## src/hw/gdic_cfg.svh

```systemverilog
// constants for the gate driver input controller: offsets, fields, reset values, timing counts
// assumes a 200 MHz pclk and an APB master with 32-bit data
// Function
// - The controller never leaves a PWM input or the reset/enable input floating and grounds the unused inverting input.
// - The driver is enabled only while reset/enable is high, and the controller drives that level to enable or disable.
// - The controller sends its clear pulse only after the fault mute interval has passed since the fault latched.
// - The controller may feed the non-inverting PWM signal to reset/enable so the driver is reset every cycle.
// - With the inverting PWM input, the per-cycle reset signal is the inverse of the PWM fed to that input.
`ifndef GDIC_CFG_SVH
`define GDIC_CFG_SVH

// register offsets (byte addresses)
`define GDIC_OFS_CTRL 12'h000
`define GDIC_OFS_PERIOD 12'h004
`define GDIC_OFS_DUTY 12'h008
`define GDIC_OFS_CMD 12'h00C
`define GDIC_OFS_STATUS 12'h010

// control fields
`define GDIC_CTRL_ENABLE 0
`define GDIC_CTRL_AUTO 1
`define GDIC_CTRL_INV 2
`define GDIC_CTRL_RUN 3
`define GDIC_CTRL_RST 4'h0

// command and status fields
`define GDIC_CMD_CLEAR 0
`define GDIC_ST_FAULT 0
`define GDIC_ST_STICKY 1
`define GDIC_ST_SUPPLY 2
`define GDIC_ST_BUSY 3
`define GDIC_ST_MUTED 4

`define GDIC_PERIOD_RST 16'h0FA0
`define GDIC_DUTY_RST 16'h07D0

// timing
`define GDIC_CLK_MHZ 200
`define GDIC_MIN_PULSE_NS 40
`define GDIC_MUTE_NS 2000
`define GDIC_FILTER_NS 1000
`define GDIC_MIN_PULSE_CYC (((`GDIC_MIN_PULSE_NS * `GDIC_CLK_MHZ) + 999) / 1000)
`define GDIC_MUTE_CYC (((`GDIC_MUTE_NS * `GDIC_CLK_MHZ) + 999) / 1000)
// one cycle beyond the filter so the low level lasts strictly longer than it
`define GDIC_HOLD_CYC ((((`GDIC_FILTER_NS * `GDIC_CLK_MHZ) + 999) / 1000) + 1)

`endif

```

## src/hw/gdic_pkg.sv

```systemverilog
// types shared by the gate driver input controller
// assumes gdic_cfg.svh for all numeric constants
package gdic_pkg;

  typedef logic [15:0] gdic_cnt_t;

  typedef enum logic [1:0] {
    GDIC_IDLE,
    GDIC_MUTE,
    GDIC_ARMED,
    GDIC_HOLD
  } gdic_clr_state_e;

endpackage : gdic_pkg

```

## src/hw/gdic_pwm_gen.sv

```systemverilog
// pwm generator with minimum high and low pulse widths
// assumes period and duty are in pclk cycles and stable while run is high
`timescale 1ns/1ps
`include "gdic_cfg.svh"
module gdic_pwm_gen import gdic_pkg::*; (
  // clock and reset
  input wire logic pclk,
  input wire logic presetn,
  // control
  input wire logic run,
  input wire gdic_cnt_t period,
  input wire gdic_cnt_t duty,
  // output
  output logic pwm_q
);

  localparam gdic_cnt_t MIN_W = 16'(`GDIC_MIN_PULSE_CYC);

  gdic_cnt_t cnt_q;
  gdic_cnt_t cnt_d;
  gdic_cnt_t hi_w;
  logic pwm_d;

  always_comb begin
    cnt_d = 16'h0000;
    if (run && (cnt_q < period - 16'h0001)) begin
      cnt_d = cnt_q + 16'h0001;
    end
    // width clamps keep edge pairs at least the minimum pulse width (GDIC_MIN_PULSE_CYC) apart, except the first high pulse after run rises, one cycle shorter
    hi_w = duty;
    if (duty < MIN_W) begin
      hi_w = MIN_W;
    end else if (duty > period - MIN_W) begin
      hi_w = period - MIN_W;
    end
    if (!run || duty == 16'h0000 || period < (MIN_W << 1)) begin
      pwm_d = 1'b0;
    end else if (duty >= period) begin
      pwm_d = 1'b1;
    end else begin
      pwm_d = (cnt_d < hi_w);
    end
  end

  always_ff @(posedge pclk or negedge presetn) begin
    if (!presetn) begin
      cnt_q <= 16'h0000;
      pwm_q <= 1'b0;
    end else begin
      cnt_q <= cnt_d;
      pwm_q <= pwm_d;
    end
  end

endmodule : gdic_pwm_gen

```

## src/hw/gdic_ctrl.sv

```systemverilog
// controller for an isolated gate driver: drives both PWM inputs and reset/enable,
// watches the fault and supply-good lines, and runs the fault clear sequence
// assumes the driver's open-drain lines arrive pulled up and synchronous to pclk
`timescale 1ns/1ps
`include "gdic_cfg.svh"
module gdic_ctrl import gdic_pkg::*; (
  // clock and reset
  input wire logic pclk,
  input wire logic presetn,
  // apb slave
  input wire logic psel,
  input wire logic penable,
  input wire logic pwrite,
  input wire logic [11:0] paddr,
  input wire logic [31:0] pwdata,
  output logic [31:0] prdata,
  output logic pready,
  output logic pslverr,
  // driver pins
  output logic pwm_pos_out,
  output logic pwm_neg_out,
  output logic rst_en_out,
  input wire logic fault_report_out_n,
  input wire logic supply_good_in
);

  // ----------------------------------------------------------------
  // register file
  // ----------------------------------------------------------------
  logic [3:0] ctrl_q;
  logic [3:0] ctrl_d;
  gdic_cnt_t period_q;
  gdic_cnt_t period_d;
  gdic_cnt_t duty_q;
  gdic_cnt_t duty_d;
  logic sticky_q;
  logic sticky_d;
  logic clr_pend_q;
  logic clr_pend_d;
  logic fault_q;
  logic fault_prev_q;
  logic supply_q;
  logic [31:0] rdata_d;
  logic [31:0] rdata_q;
  logic hit;
  logic wr_acc;
  logic rd_setup;
  logic fault_rise;
  gdic_clr_state_e st_q;
  gdic_clr_state_e st_d;
  gdic_cnt_t tmr_q;
  gdic_cnt_t tmr_d;
  logic pwm_raw;
  logic pwm_on;
  logic pos_d;
  logic neg_d;
  logic rst_en_d;

  assign wr_acc = psel && penable && pwrite;
  assign rd_setup = psel && !penable && !pwrite;
  assign fault_rise = fault_q && !fault_prev_q;

  always_comb begin
    hit = 1'b1;
    if (paddr == `GDIC_OFS_CTRL) begin
      hit = 1'b1;
    end else if (paddr == `GDIC_OFS_PERIOD) begin
      hit = 1'b1;
    end else if (paddr == `GDIC_OFS_DUTY) begin
      hit = 1'b1;
    end else if (paddr == `GDIC_OFS_CMD) begin
      hit = 1'b1;
    end else if (paddr == `GDIC_OFS_STATUS) begin
      hit = 1'b1;
    end else begin
      hit = 1'b0;
    end
  end

  // zero-wait slave: answer in the access cycle
  assign pready = 1'b1;
  assign pslverr = psel && penable && !hit;
  assign prdata = rdata_q;

  always_comb begin
    ctrl_d = ctrl_q;
    period_d = period_q;
    duty_d = duty_q;
    clr_pend_d = clr_pend_q;
    sticky_d = sticky_q;
    rdata_d = rdata_q;
    if (wr_acc && hit) begin
      if (paddr == `GDIC_OFS_CTRL) begin
        ctrl_d = pwdata[3:0];
      end else if (paddr == `GDIC_OFS_PERIOD) begin
        period_d = pwdata[15:0];
      end else if (paddr == `GDIC_OFS_DUTY) begin
        duty_d = pwdata[15:0];
      end else if (paddr == `GDIC_OFS_CMD) begin
        if (pwdata[`GDIC_CMD_CLEAR]) begin
          clr_pend_d = 1'b1;
        end
      end else if (paddr == `GDIC_OFS_STATUS) begin
        if (pwdata[`GDIC_ST_STICKY]) begin
          sticky_d = 1'b0;
        end
      end
    end
    // the pending clear is consumed when the low pulse starts
    if (st_q == GDIC_ARMED && clr_pend_q) begin
      clr_pend_d = 1'b0;
    end
    // a new fault beats a software clear of the sticky bit in the same cycle
    if (fault_q) begin
      sticky_d = 1'b1;
    end
    if (rd_setup) begin
      rdata_d = 32'h0000_0000;
      if (paddr == `GDIC_OFS_CTRL) begin
        rdata_d[3:0] = ctrl_q;
      end else if (paddr == `GDIC_OFS_PERIOD) begin
        rdata_d[15:0] = period_q;
      end else if (paddr == `GDIC_OFS_DUTY) begin
        rdata_d[15:0] = duty_q;
      end else if (paddr == `GDIC_OFS_STATUS) begin
        rdata_d[`GDIC_ST_FAULT] = fault_q;
        rdata_d[`GDIC_ST_STICKY] = sticky_q;
        rdata_d[`GDIC_ST_SUPPLY] = supply_q;
        rdata_d[`GDIC_ST_BUSY] = (st_q != GDIC_IDLE);
        rdata_d[`GDIC_ST_MUTED] = (st_q == GDIC_MUTE);
      end
    end
  end

  always_ff @(posedge pclk or negedge presetn) begin
    if (!presetn) begin
      ctrl_q <= `GDIC_CTRL_RST;
      period_q <= `GDIC_PERIOD_RST;
      duty_q <= `GDIC_DUTY_RST;
      clr_pend_q <= 1'b0;
      sticky_q <= 1'b0;
      rdata_q <= 32'h0000_0000;
      fault_q <= 1'b0;
      fault_prev_q <= 1'b0;
      supply_q <= 1'b0;
    end else begin
      ctrl_q <= ctrl_d;
      period_q <= period_d;
      duty_q <= duty_d;
      clr_pend_q <= clr_pend_d;
      sticky_q <= sticky_d;
      rdata_q <= rdata_d;
      // open-drain lines: fault reads low when asserted, supply-good reads high when good; the pull-up gives high
      fault_q <= !fault_report_out_n;
      fault_prev_q <= fault_q;
      supply_q <= supply_good_in;
    end
  end

  // ----------------------------------------------------------------
  // fault clear sequence
  // ----------------------------------------------------------------
  always_comb begin
    st_d = st_q;
    tmr_d = tmr_q;
    if (tmr_q != 16'h0000) begin
      tmr_d = tmr_q - 16'h0001;
    end
    case (st_q)
      GDIC_IDLE: begin
        // in auto mode the pwm itself clears the driver every cycle
        if (fault_rise && !ctrl_q[`GDIC_CTRL_AUTO]) begin
          st_d = GDIC_MUTE;
          tmr_d = 16'(`GDIC_MUTE_CYC) - 16'h0001;
        end
      end
      GDIC_MUTE: begin
        // the driver would ignore a clear now, so none is sent
        if (tmr_q == 16'h0000) begin
          st_d = GDIC_ARMED;
        end
      end
      GDIC_ARMED: begin
        if (clr_pend_q) begin
          st_d = GDIC_HOLD;
          tmr_d = 16'(`GDIC_HOLD_CYC) - 16'h0001;
        end
      end
      GDIC_HOLD: begin
        if (tmr_q == 16'h0000) begin
          st_d = GDIC_IDLE;
        end
      end
      default: begin
        st_d = GDIC_IDLE;
      end
    endcase
  end

  always_ff @(posedge pclk or negedge presetn) begin
    if (!presetn) begin
      st_q <= GDIC_IDLE;
      tmr_q <= 16'h0000;
    end else begin
      st_q <= st_d;
      tmr_q <= tmr_d;
    end
  end

  // ----------------------------------------------------------------
  // pin drive
  // ----------------------------------------------------------------
  gdic_pwm_gen u_pwm (
    .pclk(pclk),
    .presetn(presetn),
    .run(ctrl_q[`GDIC_CTRL_RUN]),
    .period(period_q),
    .duty(duty_q),
    .pwm_q(pwm_raw)
  );

  assign pwm_on = pwm_raw && ctrl_q[`GDIC_CTRL_ENABLE];

  always_comb begin
    // every pin is driven at all times, never left floating
    if (ctrl_q[`GDIC_CTRL_INV]) begin
      pos_d = 1'b1;
      neg_d = !pwm_on;
    end else begin
      pos_d = pwm_on;
      neg_d = 1'b0;
    end
    if (st_q == GDIC_HOLD) begin
      rst_en_d = 1'b0;
    end else if (ctrl_q[`GDIC_CTRL_AUTO]) begin
      // same level either way: inverting mode feeds the inverse of the neg input
      rst_en_d = ctrl_q[`GDIC_CTRL_INV] ? !neg_d : pos_d;
    end else begin
      rst_en_d = ctrl_q[`GDIC_CTRL_ENABLE];
    end
  end

  always_ff @(posedge pclk or negedge presetn) begin
    if (!presetn) begin
      pwm_pos_out <= 1'b0;
      pwm_neg_out <= 1'b0;
      rst_en_out <= 1'b0;
    end else begin
      pwm_pos_out <= pos_d;
      pwm_neg_out <= neg_d;
      rst_en_out <= rst_en_d;
    end
  end

endmodule : gdic_ctrl

```

## config.mk

```make
export PLATFORM = sky130hd
export DESIGN_NAME = gdic_ctrl
export DESIGN_NICKNAME = d
export VERILOG_FILES = /design/src/hw/gdic_pkg.sv /design/src/hw/gdic_pwm_gen.sv /design/src/hw/gdic_ctrl.sv
export VERILOG_INCLUDE_DIRS = /design/src /design/src/hw
export SDC_FILE = /design/constraint.sdc
export NUM_CORES = 1
export LEC_CHECK = 0
export ABC_AREA = 1
export BUFFER_PORTS_ARGS = -buffer_cell sky130_fd_sc_hd__buf_4
export CAP_MARGIN = 10
export CORE_MARGIN = 1.5
export CORE_UTILIZATION = 30
export DETAILED_ROUTE_END_ITERATION = 12
export SETUP_SLACK_MARGIN = 0.4
export SYNTH_ARGS = -nofsm -noshare
export SYNTH_HDL_FRONTEND = slang
export SYNTH_SLANG_ARGS = --single-unit
```

## constraint.sdc

```tcl
create_clock -name pclk -period 6.6 [get_ports pclk]
set_input_delay 0.66 -clock pclk [delete_from_list [all_inputs] [get_ports pclk]]
set_output_delay 0.66 -clock pclk [all_outputs]
set_load 0.02 [all_outputs]
```

* Word level (Yosys, flattened, before mapping)
Cells that the tools add are included.
** Cells by class
- Add/subtract/negate cells :: 4
- Multiply operators :: 0
- Divide/modulo/power cells :: 0
- Order comparisons :: 6
- Equal/unequal tests :: 18
- Shift-type cells :: 0
- Multiplexer cells :: 45
- Bitwise operators :: 2
- Reductions and logical operators :: 40
** Operators by type and width (count)
- $mux 16 :: 7
- $logic_not 16->1 :: 2
- $lt 16x16->1 :: 2
- $pmux 16 s2 :: 1
- $sub 16x1->16 const B :: 2
- $mux 1 :: 27
- $eq 12x4->1 const B :: 2
- $add 16x1->16 const B :: 1
- $ge 16x16->1 :: 1
- $gt 16x16->1 :: 1
- $lt 16x4->1 const B :: 1
- $lt 16x5->1 const B :: 1
- $reduce_bool 16->1 :: 1
- $sub 16x4->16 const B :: 1
- $ne 2x2->1 const B :: 7
- $reduce_bool 2->1 :: 7
- $eq 12x3->1 const B :: 1
- $eq 12x5->1 const B :: 1
- $logic_not 12->1 :: 1
- $mux 12 :: 1
- $logic_and 1x1->1 :: 11
- $mux 11 :: 1
- $mux 5 :: 2
- $logic_not 1->1 :: 9
- 14 further kinds :: 24
** Word-level totals
- Register bits :: 95
- Bits in latches :: 0
- Bits in writable memories :: 0
- Bits in read-only memories :: 0
- Input bits :: 51
- Output and inout port bits :: 37
- Word-level logic and storage cells :: 131
- Memories kept :: 0

* Depth between registers and ports, before layout
Gate-level depths: netlist (run 1).
- Depth in word-level cells :: 9
- Depth in mapped cells :: 25

* Modules after synthesis
A second synthesis (run 1) with hierarchy kept.
** Unflattened totals
- Cell total of the unflattened synthesis :: 940
- Area total of the unflattened synthesis :: 7189.4 um^2
** Modules (own cells, without submodules)
- gdic_ctrl :: times used 1, cells each 523, area an instance 4262.8 um^2, seq. area each 1966.9 um^2
- gdic_pwm_gen :: times used 1, cells each 417, area an instance 2926.6 um^2, seq. area each 425.4 um^2

* Worst setup path after synthesis (run 1)
OpenSTA, ideal clock, no wires.
- Path type :: register to register
- Start point :: register period_q[3]
- End point :: register u_pwm.pwm_q
- Setup time :: 0.077 ns
- Arrival time :: 3.937 ns
- Required time :: 6.523 ns
- Slack :: 2.585 ns
- Cell stages (with the launch flop) :: 23
- Clock period less this slack :: 4.015 ns
- Cells stage by stage :: dfrtp_1 inv_1 ha_1 inv_1 nor4_1 nand4_1 xor2_1 ha_1 nand2_1 nor3_1 nand2_1 nand2_1 nand2_1 inv_1 buf_1 o211ai_1 ha_1 a21oi_1 nor2_1 a211oi_1 o221a_2 nand2_1 a21oi_1
** Between the ends
- Cells in the longest elaborated chain, start to end :: 7
** RTL lines
- start, declared :: line gdic_ctrl.sv:32 : gdic_cnt_t period_q;
- start signal, assigned :: line gdic_ctrl.sv:138 : period_q <= `GDIC_PERIOD_RST;
- start signal, assigned :: line gdic_ctrl.sv:148 : period_q <= period_d;
- $sub 16x4->16 / $sub 16x1->16 (equally long branches) :: line gdic_pwm_gen.sv:33, gdic_pwm_gen.sv:34, gdic_pwm_gen.sv:26
- $gt 16x16->1 / $lt 16x16->1 (equally long branches) :: line gdic_pwm_gen.sv:33, gdic_pwm_gen.sv:26
- $mux 16 / $logic_and 1x1->1 (equally long branches) :: line gdic_pwm_gen.sv:33, gdic_pwm_gen.sv:26
- $mux 16, on equally long branches :: line gdic_pwm_gen.sv:31, gdic_pwm_gen.sv:26
- $lt 16x16->1 :: line gdic_pwm_gen.sv:41 : pwm_d = (cnt_d < hi_w);
- $mux 1 :: line gdic_pwm_gen.sv:38 : end else if (duty >= period) begin
- $mux 1 (*) :: line gdic_pwm_gen.sv:36 : if (!run || duty == 16'h0000 || period < (MIN_W << 1)) begin
- net u_pwm.pwm_d :: line gdic_pwm_gen.sv:22 : logic pwm_d;
- end signal, assigned :: line gdic_pwm_gen.sv:51 : pwm_q <= pwm_d;
- end, declared :: line gdic_pwm_gen.sv:14 : output logic pwm_q
The timed path passes the listed nets; every way through them passes the cells marked *.
A chain may end at the register's enable or synchronous reset.

* Final worst setup path (run 1)
Same ends and word-level chain as after synthesis.

==> flow_summary.yaml, run 1 <==
outcome:
  status: "finished, final reports clean"
sta:
  setup_viol: 0
  fin_crit_sh: 0.768
  fin_skew_ps: 9.94
  fin_ws_ps: 1530
  hold_viol: 0
  rsz0062_at_grt: "false"
  finalSetupTns_ps: 0
  drv_slew: 0
  max_slew.worst_pin.slew_ps: 931
  hold_ws_ps: 321
  max_slew_margin: 0.378
  fin_crit_ps: 5070
  max_freq_mhz: 197
hold_path:
  hp-class: "input pin to asynchronous set/reset pin"
logic_synthesis:
  netlist_instances: 835
  synth_edf_count: 0
  ys_seq_elements: 95
  synthFlopType: "dfrtp_1"
  yosysSeqAreaShare: 0.355
  synthDistinctLibCells: 45
  synthArstFlopShare: 1.00
  yosys_warnings: 0
  syn_area_mm2: 0.00674
  avgSynthCellArea_um2: 8.08
worst_setup_path:
  critPathLaunchType: "flip-flop"
  crit_chain: "inv_1 > ha_1 > inv_1 > nor4_1 > nand4_1 > xor2_1 > ha_1 > nand2_1 > nor3_1 > nand2_1 > nand2_1 > nand2_1 > inv_1 > nand2_1 > o211ai_1 > ha_1 > a21oi_1 > nor2_1 > a211oi_1 > o221a_2 > nand2_1 > a21oi_1"
  max_stage_delay_ps: 570
  cp.required_ps: 6870
  crit_fanout: 24
  crit_path_end_kind: "flip-flop"
  crit_type: "flip-flop to flip-flop"
  r2r_slack_ps: 1530
  worstPathArrival_ps: 5330
  crit_top_cell: "nand2_1"
  crit_slowest_cell: "inv_1"
power_and_ir_drop:
  peakVddDrop_mv: 0.150
  power_w: 0.00151
  p_leak_nw: 3.86
  powerDensity_mw_per_mm2: 197
clock_tree:
  root_buffer: "clkbuf_16"
  cts.sink_count: 95
  clock_path_buffers: 2
  cts-htree-levels: 3
  cts_hold_buf: 0
  post-cts-setup-buffers: 0
  cts_made_buffers: 9
  clk_pin_slew_ps: 60
  insertion_delay_ps: 350
  cts.repair.resized: 0
  cts_tree: "done"
route:
  drt_iter0_markers: 365
  avgViaCountPerCell: 4.81
  wl_per_cell_um: 14.0
  drc: 0
  num_vias: 5612
  ant_nets: 0
  first_pass_iters: 7
  routed_wl_mm: 16.3
floorplan:
  die_h_um: 153
  num_rows: 54
  die-area_mm2: 0.0234
  die_x_um: 153
  ios: 88
  initial_core_util: 0.307
  core-area_mm2: 0.0220
final_layout:
  fill_cells: 2305
  seq_area_mm2: 0.00239
  drive_above_1_share: 0.151
  final_cell_mix: "145 x nand2_1, 123 x inv_1, 83 x dfrtp_1, 72 x nor2_1, 68 x ha_1"
  finalNetCount: 1002
  n_antenna_cell: 0
  final_common_cell: "nand2_1"
  syn2layout_area_growth_pct: 13.1
  multi_input_area_mm2: 0.00367
global_routing:
  grt_pass1_wl_mm: 27.8
  track_usage: 0.147
  grt_max_degree: 50
  grt_pass1_vias: 5590
  antenna_found_initial: 0
  grt_overflow_total: 0
placement:
  port_buffers: 54
  place_hpwl_mm: 12.8
  dpl_worst_slack_ps: 1560
  gp_congestion: 0.888
flow_run:
  maxCapViolations: 0
==> power by group <==
part	total, W	switching, W	leakage (nW)	internal, W
registers	0.000674	0.0000384	1.21	0.000636
logic	0.000299	0.000189	2.50	0.000111
clock network	0.000533	0.000238	0.146	0.000295
total	0.00151	0.000465	3.86	0.00104
==> state kept, by name (all words and copies together), names as in the netlist, 2 cells and up <==
signal	count
u_pwm.cnt_q	16
st_q	2
period_q	16
ctrl_q	4
prdata	16
duty_q	16
tmr_q	16
==> cell usage after synthesis (16+ instances only) <==
cell      instances  share of area
nand3_1          23          0.017
o21ai_1          16          0.012
o211ai_1         17          0.019
buf_4            17          0.019
o21ai_2          30          0.039
dfrtp_1          83           0.31
nor3_1           19          0.014
a21oi_1          41          0.030
o21ai_0          34          0.025
xor2_1           28          0.036
nor2_1           72          0.040
inv_1           123          0.068
nand2_1         145          0.081
ha_1             68           0.13
==> path summary, 6_finish.rpt <==
kind | cells past startpoint | end | from
hold / removal | 1 | prdata[13]$_DFFE_PN0P_ | presetn
hold reg to reg | 0 | fault_prev_q$_DFF_PN0_ | fault_q$_DFF_PN0_
setup reg to reg | 22 | u_pwm.pwm_q$_DFF_PN0_ | period_q[3]$_DFFE_PN0P_
min in group pclk | 0 | fault_prev_q$_DFF_PN0_ | fault_q$_DFF_PN0_
setup / recovery | 22 | u_pwm.pwm_q$_DFF_PN0_ | period_q[3]$_DFFE_PN0P_
max in group asynchronous | 2 | u_pwm.pwm_q$_DFF_PN0_ | presetn
==> kinds of logic after synthesis <==
logic type | Yosys count | synth area share
and+or+nand+nor | 303 | 0.202
AOI/OAI and AO/OA | 170 | 0.164
buffers and inverters | 165 | 0.110
DFF | 95 | 0.355
adders and majority gates | 68 | 0.126
xor gates and xnor gates | 32 | 0.0416
other | 2 | 0.00111
==> per-stage QoR <==
stage | utilization | cells | cell area (um2)
2_1_floorplan | - | 850 | 6800
3_3_place_gp | 0.334 | 1152 | 7330
3_5_place_dp | 0.334 | 1152 | 7330
4_1_cts | 0.347 | 1167 | 7630
5_1_grt | 0.347 | 1167 | 7630
6_report | 0.347 | 1167 | 7630
==> critical path, delay by kind of cell, from the launching register on <==
family,cells,cell delay (ps)
flip-flops,1,480
AO/OA/AOI/OAI,5,830
buffers and inverters,3,920
adder cells (fa/ha/maj),3,830
XOR/XNOR,1,220
AND/OR/NAND/NOR,10,1700
==> final cells by class <==
type                       count  area share
inverter                     129      0.0635
tap                          280      0.0459
multi-input combinational    590       0.481
clock inverter                 6     0.00919
sequential                    95       0.314
clock buffer                   9      0.0295
timing repair buffer          58      0.0571
==> metal layers <==
layer  share of wire  vias up  global-route usage  wire (um)
met5               0        -                   0          0
met4           0.021        0              0.0500        349
met3           0.025       24              0.0258        410
met2            0.47       81               0.239       7620
met1            0.49     2643               0.196       7940
li1                -     2864                   -          -
Note: power is estimated with default switching activity, not from simulation.
==> inputs of run 2 (changes only) <==
--- a/config.mk
+++ b/config.mk
@@ -6,7 +6,7 @@
 export SDC_FILE = /design/constraint.sdc
 export NUM_CORES = 1
 export LEC_CHECK = 0
-export ABC_AREA = 1
+export ABC_AREA = 0
 export BUFFER_PORTS_ARGS = -buffer_cell sky130_fd_sc_hd__buf_4
 export CAP_MARGIN = 10
 export CORE_MARGIN = 1.5
==> constraint.sdc (replaced) <==
create_clock -name pclk -period 4.7 [get_ports pclk]
set_input_delay 0.47 -clock pclk [delete_from_list [all_inputs] [get_ports pclk]]
set_output_delay 0.47 -clock pclk [all_outputs]
set_load 0.02 [all_outputs]
==> run 2 against run 1 <==
The flow now finishes with violations (negative setup slack); largest cell class unchanged; combinational power is 33% higher; worst setup slack worse by 1700 ps; via count is 6.7% lower; critical endpoint unchanged; worst hold slack worse by 120 ps; cell count is 8.8% lower; flip-flop and latch count stayed put.
==> flow_summary.yaml, run 2 <==
sta:
  setup_viol: 1
  fin_ws_ps: -154
  hold_viol: 0
  max_freq_mhz: 206
  finalSetupTns_ps: -154
  max_slew.worst_pin.slew_ps: 1090
  fin_skew_ps: 7.04
  fin_crit_sh: 1.03
  drv_slew: 0
  hold_ws_ps: 198
  max_slew_margin: 0.267
  fin_crit_ps: 4850
  rsz0062_at_grt: "true"
floorplan:
  die-area_mm2: 0.0225
  die_x_um: 150
  ios: 88
  initial_core_util: 0.307
  die_h_um: 150
  num_rows: 53
  core-area_mm2: 0.0211
placement:
  port_buffers: 54
  dp_cells: 1046
  gp_congestion: 0.916
  place_hpwl_mm: 12.5
power_and_ir_drop:
  p_leak_nw: 3.55
  powerDensity_mw_per_mm2: 261
  peakVddDrop_mv: 0.161
logic_synthesis:
  avgSynthCellArea_um2: 9.30
  synth_simple_gate_area_frac: 0.188
  syn_area_mm2: 0.00648
  synth_top_family_by_area: "simple AND/OR/NAND/NOR gates"
  synthTopCellsByArea: "dfrtp_1 32%, ha_1 13%, dfstp_2 4.9%"
  synthDistinctLibCells: 56
  synth_top_area_share: 0.321
  yosysSeqAreaShare: 0.369
  synth_compound_area_frac: 0.142
  yosys_warnings: 0
  synth_edf_count: 0
  yosys-top-cells-count: "83 x dfrtp_1, 68 x ha_1, 65 x nor2_1"
  synthArstFlopShare: 1.00
  synthFlopType: "dfrtp_1"
  muxShareOfSynthArea: 0.0514
  synthAdderAreaFrac: 0.131
  synth_top_cell_by_area: "dfrtp_1"
  ys_seq_elements: 95
  synth.most_common_cell: "dfrtp_1"
  synthXorXnorAreaFrac: 0.0635
  netlist_instances: 697
route:
  wl_met2_mm: 7.87
  wl_per_cell_um: 15.5
  first_pass_iters: 5
  ant_nets: 0
  avgViaCountPerCell: 4.92
  num_vias: 5235
  drc: 0
  drt_iter0_markers: 299
  routed_wl_mm: 16.4
  wl_met3_um: 543
  top_layer: "met4"
  wl_met1_mm: 7.65
global_routing:
  antenna_found_initial: 0
  grt_overflow_total: 0
  grt_max_degree: 56
  track_usage: 0.152
  grt_pass1_vias: 5107
  grt_pass1_wl_mm: 26.7
clock_tree:
  cts_made_buffers: 9
  root_buffer: "clkbuf_16"
  clock_path_buffers: 2
  cts.sink_count: 95
  cts_tree: "done"
  clk_pin_slew_ps: 70
  cts-htree-levels: 3
  insertion_delay_ps: 350
  cts_hold_buf: 0
final_layout:
  final_cell_mix: "100 x buf_4, 83 x dfrtp_1, 66 x ha_1, 62 x nor2_1, 59 x nand2_1"
  fin_cells: 1064
  drive_above_1_share: 0.232
  multi_input_area_mm2: 0.00394
  fill_cells: 2176
  seq_area_mm2: 0.00239
  syn2layout_area_growth_pct: 21.3
  final_common_cell: "buf_4"
  n_antenna_cell: 0
  finalNetCount: 903
worst_setup_path:
  crit_fanout: 7
  worstPathArrival_ps: 5120
  critPathLaunchType: "flip-flop"
  cp.required_ps: 4960
  crit_type: "flip-flop to flip-flop"
  crit_path_end_kind: "flip-flop"
outcome:
  status: "complete, but fails checks"
  failed_checks: "negative setup slack"
hold_path:
  hp-class: "input pin to asynchronous set/reset pin"
flow_run:
  maxCapViolations: 0
## run 2: cell types whose count changed in the layout (fill, tap and decap cells not counted), sizes merged, moves of 13 or more
cell | previous run | this run
inv | 130 | 30
nand2 | 146 | 59
buf | 58 | 103
o21ai | 80 | 46
xnor2 | 4 | 34
mux2 | 0 | 22
a22oi | 1 | 18
xor2 | 28 | 13
a211o | 0 | 13
o211ai | 17 | 4
## run 2: area by class of cell
type / count / share of cell area
Clock buffer: 11 / 0.0309
Clock inverter: 5 / 0.00541
Inverter: 29 / 0.0139
Multi-Input combinational cell: 546 / 0.501
Sequential cell: 95 / 0.304
Tap cell: 275 / 0.0438
Timing Repair Buffer: 103 / 0.100
## run 2: final timing paths
path                       slack, ps                  endpoint  depth (start not counted)                     from
max in group asynchronous       3470  period_q[11]$_DFFE_PN1P_                          2                  presetn
min in group pclk                220        supply_q$_DFF_PN0_                          1           supply_good_in
hold / removal                   200        supply_q$_DFF_PN0_                          1                  presetn
setup reg to reg                -150     u_pwm.pwm_q$_DFF_PN0_                         22  period_q[3]$_DFFE_PN0P_
setup / recovery                -150     u_pwm.pwm_q$_DFF_PN0_                         22  period_q[3]$_DFFE_PN0P_
hold reg to reg                  480    fault_prev_q$_DFF_PN0_                          0        fault_q$_DFF_PN0_
## run 2: cells by family after synthesis
kind of cell               Yosys count
AOI/OAI and AO/OA                  149
xor gates and xnor gates            47
muxes                               29
DFF                                 95
adders and majority gates           68
buffers and inverters               71
and+or+nand+nor                    236
other                                2
## run 2: what timing repair did
action | 4_1_cts | 5_1_grt
endpoints found under the setup margin | 1 | 1
buffers inserted | 1 | 1
pin swaps | 5 | 3
resized for setup | 10 | 14
## run 2: critical path, stage by stage, from the launching register on
cell,delay (ps)
dfrtp_1,390
inv_2,80
ha_4,130
or4b_4,480
or4_4,480
nor2_4,110
nand2_1,70
xnor2_1,160
ha_1,300
nand4_1,150
nor3_2,280
o31ai_2,130
a31oi_4,340
buf_6,170
nor2_1,40
a211o_1,270
ha_1,190
a211o_1,270
o211ai_1,120
a21boi_2,90
o21ai_2,150
nand4_1,120
o31ai_2,230
## run 2: routing by layer
layer | up-vias | GRT usage
met5 | - | 0
met4 | 0 | 0.0485
met3 | 23 | 0.0296
met2 | 93 | 0.253
met1 | 2489 | 0.197
li1 | 2630 | -
## run 2: per-stage QoR
step                       util  power [W]  setup WS [ps]  area (um2)
final                     0.373    0.00205           -154        7860
after floorplan               -    0.00122           90.1        6570
after detailed placement  0.353    0.00135           -342        7440
after global routing      0.373    0.00217           -404        7860
after global placement    0.353    0.00135           -372        7440
after CTS                 0.369    0.00208          -90.9        7790
## run 2: power by group
part           switching [W]  internal [W]  total, W
Sequential         0.0000533      0.000885  0.000939
Clock               0.000338      0.000379  0.000716
Combinational       0.000235      0.000162  0.000397
Total               0.000626       0.00143   0.00205
